--- src/include/panel_pkg.sv ---
// Purpose: constants for the front-panel display scan and button logic
// Assumes: 200 MHz core clock
// Notes: tick periods are rounded down to whole cycles
package panel_pkg;
  localparam int unsigned CLK_HZ = 200_000_000;
  localparam int unsigned SCAN_TICK_HZ = 1000;
  localparam int unsigned SCAN_TICK_CYCLES = CLK_HZ / SCAN_TICK_HZ;
  localparam int unsigned UPDATE_TICK_HZ = 97;
  localparam int unsigned UPDATE_TICK_CYCLES = CLK_HZ / UPDATE_TICK_HZ;
  localparam int unsigned UPDATE_DIVIDE = 32;
  localparam int unsigned DATA_WIDTH = 8;
  localparam int unsigned UNIT_COUNT = 4;
  localparam int unsigned ADC_WIDTH = 8;
  // Enable bit positions
  localparam int unsigned EN_DISCRETE = 0;
  localparam int unsigned EN_TENTHS = 1;
  localparam int unsigned EN_ONES = 2;
  localparam int unsigned EN_TENS = 3;
  // Discrete indicator bit positions on the shared bus
  localparam int unsigned IND_AIRFLOW = 0;
  localparam int unsigned IND_TEMPERATURE = 1;
  localparam int unsigned IND_PRESSURE = 2;
  localparam int unsigned IND_SETPOINT = 3;
  // Analog channel assignment
  localparam logic [2:0] CH_PRESSURE = 3'h0;
  localparam logic [2:0] CH_TEMPERATURE = 3'h1;
  localparam logic [2:0] CH_SETPOINT = 3'h2;
  localparam logic [7:0] SEG_BUS_RESET = 8'h00;
  localparam logic [3:0] ENABLES_RESET = 4'h0;
  typedef enum logic [1:0] {
    PARAM_AIRFLOW = 2'b00,
    PARAM_TEMPERATURE = 2'b01,
    PARAM_PRESSURE = 2'b10,
    PARAM_SETPOINT = 2'b11
  } param_e;
  typedef enum logic [1:0] {
    UNIT_DISCRETE = 2'b00,
    UNIT_TENTHS = 2'b01,
    UNIT_ONES = 2'b10,
    UNIT_TENS = 2'b11
  } unit_e;
endpackage

--- src/hw/tick_gen.sv ---
// Purpose: periodic one-cycle tick from the core clock
// Assumes: PERIOD of at least 2
// Notes: none
`timescale 1ns/10ps
module tick_gen #(
  parameter int unsigned PERIOD = 200000
) (
  input wire logic core_clk,
  input wire logic nrst,
  output logic tick
);
  localparam int unsigned W = $clog2(PERIOD);
  logic [W-1:0] cnt_q;
  logic [W-1:0] cnt_d;

  always_comb begin
    tick = (cnt_q == W'(PERIOD - 1));
    cnt_d = tick ? '0 : cnt_q + W'(1);
  end

  always_ff @(posedge core_clk or negedge nrst) begin
    if (!nrst) begin
      cnt_q <= '0;
    end else begin
      cnt_q <= cnt_d;
    end
  end
endmodule

--- src/hw/front_panel_led_mux_io.sv ---
// Purpose: front-panel display scan, button decode and setpoint relay
// Assumes: inputs synchronous to core_clk; analog values and airflow come from outside
// Notes: digit patterns are supplied already segment-encoded
// Function
// - One shared eight-line bus is time-multiplexed over three digits and the LED group, one unit enabled at a time.
// - Bus bits 0..7 are segments A..G and the point; bits 0..3 light airflow, temperature, pressure, setpoint LEDs.
// - Separate enables select the LED group, the tenths, the ones and the tens digit.
// - Only the indicator of the parameter being shown is lit.
// - Two active-low buttons decode to airflow, temperature, pressure or setpoint, setpoint winning.
// - Buttons are not latched or debounced; the selection follows line levels at the update rate.
// - The relay output is a plain output asserted on a setpoint violation.
// - The five shared analog lines change mode only together and stay readable as digital inputs.
// - Analog channel 0 is pressure, 1 is temperature, 2 is the setpoint pot.
// - A tick of about 1 kHz advances the scan, each unit refreshed every fourth tick.
// - On each scan tick the old unit is disabled before the new data is loaded and enabled.
// - A 97 Hz tick is counted and every 32nd sets the update flag; display and selection change only then.
// - The relay closes when airflow exceeds setpoint and opens otherwise, each measurement pass.
`timescale 1ns/10ps
module front_panel_led_mux_io
  import panel_pkg::*;
#(
  parameter int unsigned SCAN_CYCLES = SCAN_TICK_CYCLES,
  parameter int unsigned UPDATE_CYCLES = UPDATE_TICK_CYCLES,
  parameter int unsigned UPDATE_COUNT = UPDATE_DIVIDE
) (
  input wire logic core_clk,
  input wire logic nrst,
  input wire logic temperature_select_button_n,
  input wire logic pressure_select_button_n,
  input wire logic tach_pulse_n,
  input wire logic analog_mode,
  input wire logic [4:0] shared_port_pins,
  input wire logic [7:0] airflow_segments [3],
  input wire logic [7:0] temperature_segments [3],
  input wire logic [7:0] pressure_segments [3],
  input wire logic [7:0] setpoint_segments [3],
  input wire logic [ADC_WIDTH-1:0] airflow_value,
  input wire logic [ADC_WIDTH-1:0] setpoint_value,
  input wire logic measure_done,
  output logic [DATA_WIDTH-1:0] segment_bus,
  output logic [UNIT_COUNT-1:0] unit_enable,
  output logic setpoint_relay,
  output logic tach_edge_interrupt,
  output logic [4:0] shared_port_digital,
  output logic shared_port_analog,
  output logic [2:0] pressure_channel,
  output logic [2:0] temperature_channel,
  output logic [2:0] setpoint_channel,
  output param_e shown_param
);
  localparam int unsigned UW = $clog2(UPDATE_COUNT);

  function automatic param_e decode_buttons(input logic temp_n, input logic press_n);
    param_e p;
    case ({temp_n, press_n})
      2'b11: p = PARAM_AIRFLOW;
      2'b01: p = PARAM_TEMPERATURE;
      2'b10: p = PARAM_PRESSURE;
      2'b00: p = PARAM_SETPOINT;
      default: p = PARAM_AIRFLOW;
    endcase
    return p;
  endfunction

  function automatic logic [7:0] indicator_for(input param_e p);
    logic [7:0] v;
    v = 8'h00;
    case (p)
      PARAM_AIRFLOW: v[IND_AIRFLOW] = 1'b1;
      PARAM_TEMPERATURE: v[IND_TEMPERATURE] = 1'b1;
      PARAM_PRESSURE: v[IND_PRESSURE] = 1'b1;
      PARAM_SETPOINT: v[IND_SETPOINT] = 1'b1;
      default: v = 8'h00;
    endcase
    return v;
  endfunction

  logic scan_tick;
  logic slow_tick;

  tick_gen #(.PERIOD(SCAN_CYCLES)) u_scan_tick (
    .core_clk(core_clk),
    .nrst(nrst),
    .tick(scan_tick)
  );

  tick_gen #(.PERIOD(UPDATE_CYCLES)) u_update_tick (
    .core_clk(core_clk),
    .nrst(nrst),
    .tick(slow_tick)
  );

  // Scan state
  unit_e unit_q, unit_d;
  logic blank_q, blank_d;
  logic [DATA_WIDTH-1:0] bus_q, bus_d;
  logic [UNIT_COUNT-1:0] en_q, en_d;
  // Update state
  logic [UW-1:0] slow_cnt_q, slow_cnt_d;
  logic update_q, update_d;
  param_e param_q, param_d;
  logic [7:0] shown_q [3];
  logic [7:0] shown_d [3];
  // Relay and tach state
  logic relay_q, relay_d;
  logic tach_prev_q, tach_prev_d;
  logic tach_irq_q, tach_irq_d;

  always_comb begin
    unit_d = unit_q;
    blank_d = 1'b0;
    bus_d = bus_q;
    en_d = en_q;
    if (scan_tick) begin
      en_d = ENABLES_RESET;
      blank_d = 1'b1;
    end else if (blank_q) begin
      case (unit_q)
        UNIT_DISCRETE: bus_d = indicator_for(param_q);
        UNIT_TENTHS: bus_d = shown_q[0];
        UNIT_ONES: bus_d = shown_q[1];
        UNIT_TENS: bus_d = shown_q[2];
        default: bus_d = SEG_BUS_RESET;
      endcase
      en_d = ENABLES_RESET;
      case (unit_q)
        UNIT_DISCRETE: en_d[EN_DISCRETE] = 1'b1;
        UNIT_TENTHS: en_d[EN_TENTHS] = 1'b1;
        UNIT_ONES: en_d[EN_ONES] = 1'b1;
        UNIT_TENS: en_d[EN_TENS] = 1'b1;
        default: en_d = ENABLES_RESET;
      endcase
      unit_d = unit_e'(unit_q + 2'h1);
    end
  end

  always_ff @(posedge core_clk or negedge nrst) begin
    if (!nrst) begin
      unit_q <= UNIT_DISCRETE;
      blank_q <= 1'b0;
      bus_q <= SEG_BUS_RESET;
      en_q <= ENABLES_RESET;
    end else begin
      unit_q <= unit_d;
      blank_q <= blank_d;
      bus_q <= bus_d;
      en_q <= en_d;
    end
  end

  always_comb begin
    slow_cnt_d = slow_cnt_q;
    update_d = 1'b0;
    param_d = param_q;
    shown_d = shown_q;
    if (slow_tick) begin
      slow_cnt_d = (slow_cnt_q == UW'(UPDATE_COUNT - 1)) ? '0 : slow_cnt_q + UW'(1);
      update_d = (slow_cnt_q == UW'(UPDATE_COUNT - 1));
    end
    if (update_q) begin
      param_d = decode_buttons(temperature_select_button_n, pressure_select_button_n);
      for (int i = 0; i < 3; i++) begin
        case (param_d)
          PARAM_AIRFLOW: shown_d[i] = airflow_segments[i];
          PARAM_TEMPERATURE: shown_d[i] = temperature_segments[i];
          PARAM_PRESSURE: shown_d[i] = pressure_segments[i];
          PARAM_SETPOINT: shown_d[i] = setpoint_segments[i];
          default: shown_d[i] = 8'h00;
        endcase
      end
    end
  end

  always_ff @(posedge core_clk or negedge nrst) begin
    if (!nrst) begin
      slow_cnt_q <= '0;
      update_q <= 1'b0;
      param_q <= PARAM_AIRFLOW;
      for (int i = 0; i < 3; i++) begin
        shown_q[i] <= 8'h00;
      end
    end else begin
      slow_cnt_q <= slow_cnt_d;
      update_q <= update_d;
      param_q <= param_d;
      shown_q <= shown_d;
    end
  end

  always_comb begin
    relay_d = relay_q;
    if (measure_done) begin
      relay_d = (airflow_value > setpoint_value);
    end
    tach_prev_d = tach_pulse_n;
    tach_irq_d = tach_prev_q & ~tach_pulse_n;
  end

  always_ff @(posedge core_clk or negedge nrst) begin
    if (!nrst) begin
      relay_q <= 1'b0;
      tach_prev_q <= 1'b1;
      tach_irq_q <= 1'b0;
    end else begin
      relay_q <= relay_d;
      tach_prev_q <= tach_prev_d;
      tach_irq_q <= tach_irq_d;
    end
  end

  assign segment_bus = bus_q;
  assign unit_enable = en_q;
  assign setpoint_relay = relay_q;
  assign tach_edge_interrupt = tach_irq_q;
  assign shared_port_digital = shared_port_pins;
  assign shared_port_analog = analog_mode;
  assign pressure_channel = CH_PRESSURE;
  assign temperature_channel = CH_TEMPERATURE;
  assign setpoint_channel = CH_SETPOINT;
  assign shown_param = param_q;
endmodule

--- config.mk ---
export PLATFORM = sky130hd
export DESIGN_NAME = front_panel_led_mux_io
export DESIGN_NICKNAME = d
export VERILOG_FILES = /design/src/include/panel_pkg.sv /design/src/hw/tick_gen.sv /design/src/hw/front_panel_led_mux_io.sv
export SDC_FILE = /design/constraint.sdc
export NUM_CORES = 1
export LEC_CHECK = 0
export BUFFER_PORTS_ARGS = -buffer_cell sky130_fd_sc_hd__buf_2
export CORE_UTILIZATION = 35
export CTS_BUF_LIST = sky130_fd_sc_hd__clkbuf_2 sky130_fd_sc_hd__clkbuf_4 sky130_fd_sc_hd__clkbuf_8
export CTS_CLUSTER_SIZE = 24
export DETAILED_ROUTE_END_ITERATION = 6
export GPL_ROUTABILITY_DRIVEN = 0
export PLACE_DENSITY_LB_ADDON = 0.1
export SYNTH_ARGS = -nofsm -noshare
export SYNTH_HDL_FRONTEND = slang
export SYNTH_HIERARCHICAL = 1
export SYNTH_SLANG_ARGS = --single-unit
--- constraint.sdc ---
create_clock -name core_clk -period 2.7 [get_ports core_clk]
set_input_delay 0.54 -clock core_clk [delete_from_list [all_inputs] [get_ports core_clk]]
set_output_delay 0.54 -clock core_clk [all_outputs]
set_load 0.1 [all_outputs]
==> impl_metrics.prom <==
# TYPE chip_impl_metric gauge
chip_impl_metric{name="avgRoutedWirePerCell",unit="um"} 15.4
chip_impl_metric{name="placement.cell_area",unit="um^2"} 5810
chip_impl_metric{name="dr_total_vias",unit=""} 3707
chip_impl_metric{name="period_share",unit="%"} 73.8
chip_impl_metric{name="fp.coreArea",unit="um^2"} 13900
chip_impl_metric{name="drtIter0Drc",unit=""} 168
chip_impl_metric{name="finClkSkew",unit="ps"} 10.2
chip_impl_info{name="rsz0062_at_grt",value="false"} 1
chip_impl_metric{name="sequential_cell_area",unit="um^2"} 2230
chip_impl_metric{name="diodes",unit=""} 0
chip_impl_info{name="ys.flop_type",value="dfrtp_1"} 1
chip_impl_metric{name="port-buffer-count",unit=""} 133
chip_impl_info{name="hold_path.class",value="input port to asynchronous set/reset pin"} 1
chip_impl_metric{name="area_growth_syn_to_layout",unit="%"} 19.8
chip_impl_metric{name="max_slew.worst_pin.slew",unit="ps"} 626
chip_impl_metric{name="synth_sequential_area_ratio",unit="%"} 44.4
chip_impl_info{name="timing.rr.end",value="slow_cnt_q[1]"} 1
chip_impl_metric{name="timing.max_slew.rel_slack",unit="%"} 58.1
chip_impl_info{name="tritoncts",value="done"} 1
chip_impl_metric{name="grt_max_degree",unit=""} 40
chip_impl_metric{name="irDropWorstVdd",unit="mV"} 0.243
chip_impl_metric{name="antenna_found_initial",unit=""} 0
chip_impl_metric{name="remaining_drc_errors",unit=""} 0
chip_impl_metric{name="cts.htree.levels",unit=""} 3
chip_impl_metric{name="combined_global_route_utilization_of_all_metal_layers",unit="%"} 16.9
chip_impl_metric{name="cts_resized",unit=""} 0
chip_impl_metric{name="syn_avg_cell_area",unit="um^2"} 11.9
chip_impl_metric{name="first_pass_grt_wire_length",unit="mm"} 19.1
chip_impl_metric{name="synth_cell_type_count",unit=""} 52
chip_impl_metric{name="clock_latency",unit="ps"} 360
chip_impl_metric{name="timing.critical_path.arrival",unit="ps"} 2230
chip_impl_metric{name="final_max_slew_viol_count",unit=""} 0
chip_impl_metric{name="dp_hpwl",unit="mm"} 8.74
chip_impl_metric{name="initial_utilization",unit="%"} 36.0
chip_impl_metric{name="route.antenna.remaining_nets",unit=""} 0
chip_impl_metric{name="viasPerCell",unit=""} 5.04
chip_impl_metric{name="cellLeakagePower",unit="uW"} 0.00283
chip_impl_info{name="path_class",value="register to register"} 1
chip_impl_metric{name="time_the_final_worst_path_needs_with_i_o_delays_and_setup",unit="ps"} 1990
chip_impl_metric{name="finalSetupViolCount",unit=""} 0
chip_impl_metric{name="cts_hold_buf",unit=""} 0
chip_impl_metric{name="die_area",unit="um^2"} 14800
chip_impl_metric{name="final.hold.worst_slack",unit="ps"} 110
chip_impl_info{name="cts-root-buf",value="clkbuf_8"} 1
chip_impl_metric{name="clk_path_buf_depth",unit=""} 2
chip_impl_metric{name="fmax",unit="GHz"} 0.502
chip_impl_metric{name="ys_ff_latch",unit=""} 89
chip_impl_metric{name="num_ports",unit=""} 155
chip_impl_metric{name="floorplan.die.height",unit="um"} 122
chip_impl_metric{name="postCtsSetupBuffers",unit=""} 0
chip_impl_metric{name="die_width",unit="um"} 122
chip_impl_metric{name="utilization",unit="%"} 43.2
chip_impl_metric{name="drv_cap",unit=""} 0
chip_impl_info{name="status",value="complete, no violations"} 1
chip_impl_metric{name="total_number_of_placement_rows",unit=""} 43
chip_impl_metric{name="ys_warn_count",unit=""} 6
chip_impl_metric{name="cp_data_required_time",unit="ps"} 2940
chip_impl_info{name="start_kind",value="register"} 1
chip_impl_metric{name="timing_hold_violations_final",unit=""} 0
chip_impl_metric{name="synth_enable_flop_cells",unit=""} 0
chip_impl_metric{name="netlist_area",unit="um^2"} 5020
chip_impl_metric{name="clk_pin_slew_worst_paths",unit="ps"} 90
chip_impl_metric{name="r2r_cells",unit=""} 6
chip_impl_metric{name="layout.filler_cells",unit=""} 1325
chip_impl_metric{name="multi_input_area",unit="um^2"} 2520
chip_impl_metric{name="fraction_of_layout_instances_using_a_drive_strength_above_1",unit="%"} 39.6
chip_impl_metric{name="cts_made_buffers",unit=""} 9
chip_impl_metric{name="area_of_all_placed_cells_without_fillers",unit="um^2"} 6010
chip_impl_metric{name="cts.sinks",unit=""} 89
chip_impl_metric{name="synthesized_instance_count",unit=""} 422
chip_impl_metric{name="first_pass_iters",unit=""} 6
chip_impl_metric{name="setup_tns",unit="ps"} 0
chip_impl_info{name="r2r_start",value="u_update_tick/cnt_q[0]"} 1
chip_impl_info{name="crit_path_end_kind",value="register"} 1
chip_impl_metric{name="worstPathMaxFanout",unit=""} 10
chip_impl_metric{name="p_per_area",unit="nW/um^2"} 430
chip_impl_metric{name="gr-total-overflow",unit=""} 0
chip_impl_metric{name="totalWireLength",unit="mm"} 11.3
chip_impl_metric{name="finish.net_count",unit=""} 693
chip_impl_metric{name="async_set_or_reset_register_ratio_after_synthesis",unit="%"} 100
chip_impl_metric{name="reg2reg_slack",unit="ps"} 710
chip_impl_metric{name="grt_pass1_vias",unit=""} 3936
## metrics by stage
stage	total power (uW)	setup slack (ps)	cells
after floorplan	1600	546	429
after global placement	1670	626	720
after detailed placement	1680	568	720
after CTS	2630	721	736
after global routing	2720	429	736
final	2590	708	736
## worst max-delay path by stage
stage | endpoint | cells after the start | startpoint | slack [ps]
floorplan | segment_bus[3] | 6 | u_scan_tick/cnt_q[13] | 550
global placement | shown_q[20] | 4 | temperature_select_button_n | 630
detailed placement | shown_q[19] | 4 | temperature_select_button_n | 570
CTS | slow_cnt_q[1] | 6 | u_update_tick/cnt_q[0] | 720
global route | slow_cnt_q[2] | 8 | u_update_tick/cnt_q[0] | 430
finish | slow_cnt_q[1] | 6 | u_update_tick/cnt_q[0] | 710
## cell usage in the layout (no fill, tap or decap), types with 7 or more instances in the layout
cell type  count
mux2i_1        7
nor2_1        33
clkbuf_8      10
conb_1         9
o21ai_0       15
nand4_1       12
xnor2_1       16
nand2_1       26
ha_1          18
nand3_1       14
mux2_4        18
a21oi_1       10
inv_1         18
dfrtp_1       88
a222oi_1       8
xor2_1        11
mux2_2         9
buf_2        132
mux4_2        19
buf_4          9
## final cells by class
class	instances	share of cell area [%]
timing repair buffer	143	12.8
clock buffer	13	2.66
clock inverter	3	0.666
tap	180	3.74
multi-input combinational	290	42.0
inverter	18	1.12
sequential	89	37.1
## layer usage
layer	routed length (um)	vias up	global-route usage (%)
li1	-	1783	-
met1	4820	1788	20.5
met2	5700	119	28.6
met3	561	17	3.79
met4	244	0	7.10
met5	0	-	0
## cells by family (layout without fill, tap and decap cells)
kind of cell / count (synthesis) / after routing / synth area share (%)
fa+ha+maj: 18 / 18 / 4.49
compound gates: 49 / 49 / 6.51
other cells: 2 / 9 / 0.150
xor+xnor: 27 / 27 / 4.71
mux: 58 / 58 / 19.9
simple gates: 129 / 129 / 14.0
buf+inv: 50 / 177 / 5.81
flops: 89 / 89 / 44.4
## synthesized netlist by cell type, types with 3 or more instances
library cell / instances / area share (%)
a21oi_1: 10 / 1.0
a222oi_1: 8 / 1.6
a31oi_1: 6 / 0.75
and3_1: 4 / 0.50
and4_1: 3 / 0.52
buf_2: 6 / 0.60
buf_4: 15 / 2.2
clkbuf_1: 8 / 0.60
dfrtp_1: 88 / 44
ha_1: 18 / 4.5
inv_1: 18 / 1.3
mux2_2: 9 / 2.0
mux2_4: 18 / 5.4
mux2i_1: 7 / 1.4
mux4_1: 5 / 2.6
mux4_2: 19 / 8.5
nand2_1: 26 / 1.9
nand2b_1: 4 / 0.50
nand3_1: 14 / 1.4
nand4_1: 12 / 1.5
nor2_1: 33 / 2.5
nor2b_1: 3 / 0.37
nor3_1: 6 / 0.60
nor4_1: 5 / 0.62
o21ai_0: 15 / 1.5
or4_4: 3 / 0.67
xnor2_1: 16 / 2.8
xor2_1: 11 / 1.9
## registers in the layout (all words and copies together), names as in the netlist
name	flops
blank_q	1
segment_bus	8
setpoint_relay	1
shown_param	2
shown_q	24
slow_cnt_q	5
tach_edge_interrupt	1
tach_prev_q	1
u_scan_tick/cnt_q	18
u_update_tick/cnt_q	21
unit_enable	4
unit_q	2
update_q	1
## power by group
group / internal (uW) / switching, uW / leakage [uW]
logic: 138 / 170 / 0.00153
registers: 1340 / 1.53 / 0.00120
clock network: 482 / 458 / 0.000108
## critical path, cell delays in order, from the launching register on
cell      delay, ps
dfrtp_1         450
inv_1            80
ha_1            130
nor4bb_1        200
nand3_1         100
nor2_1          510
mux2_2          400
Note: power is estimated with default switching activity, not from simulation.
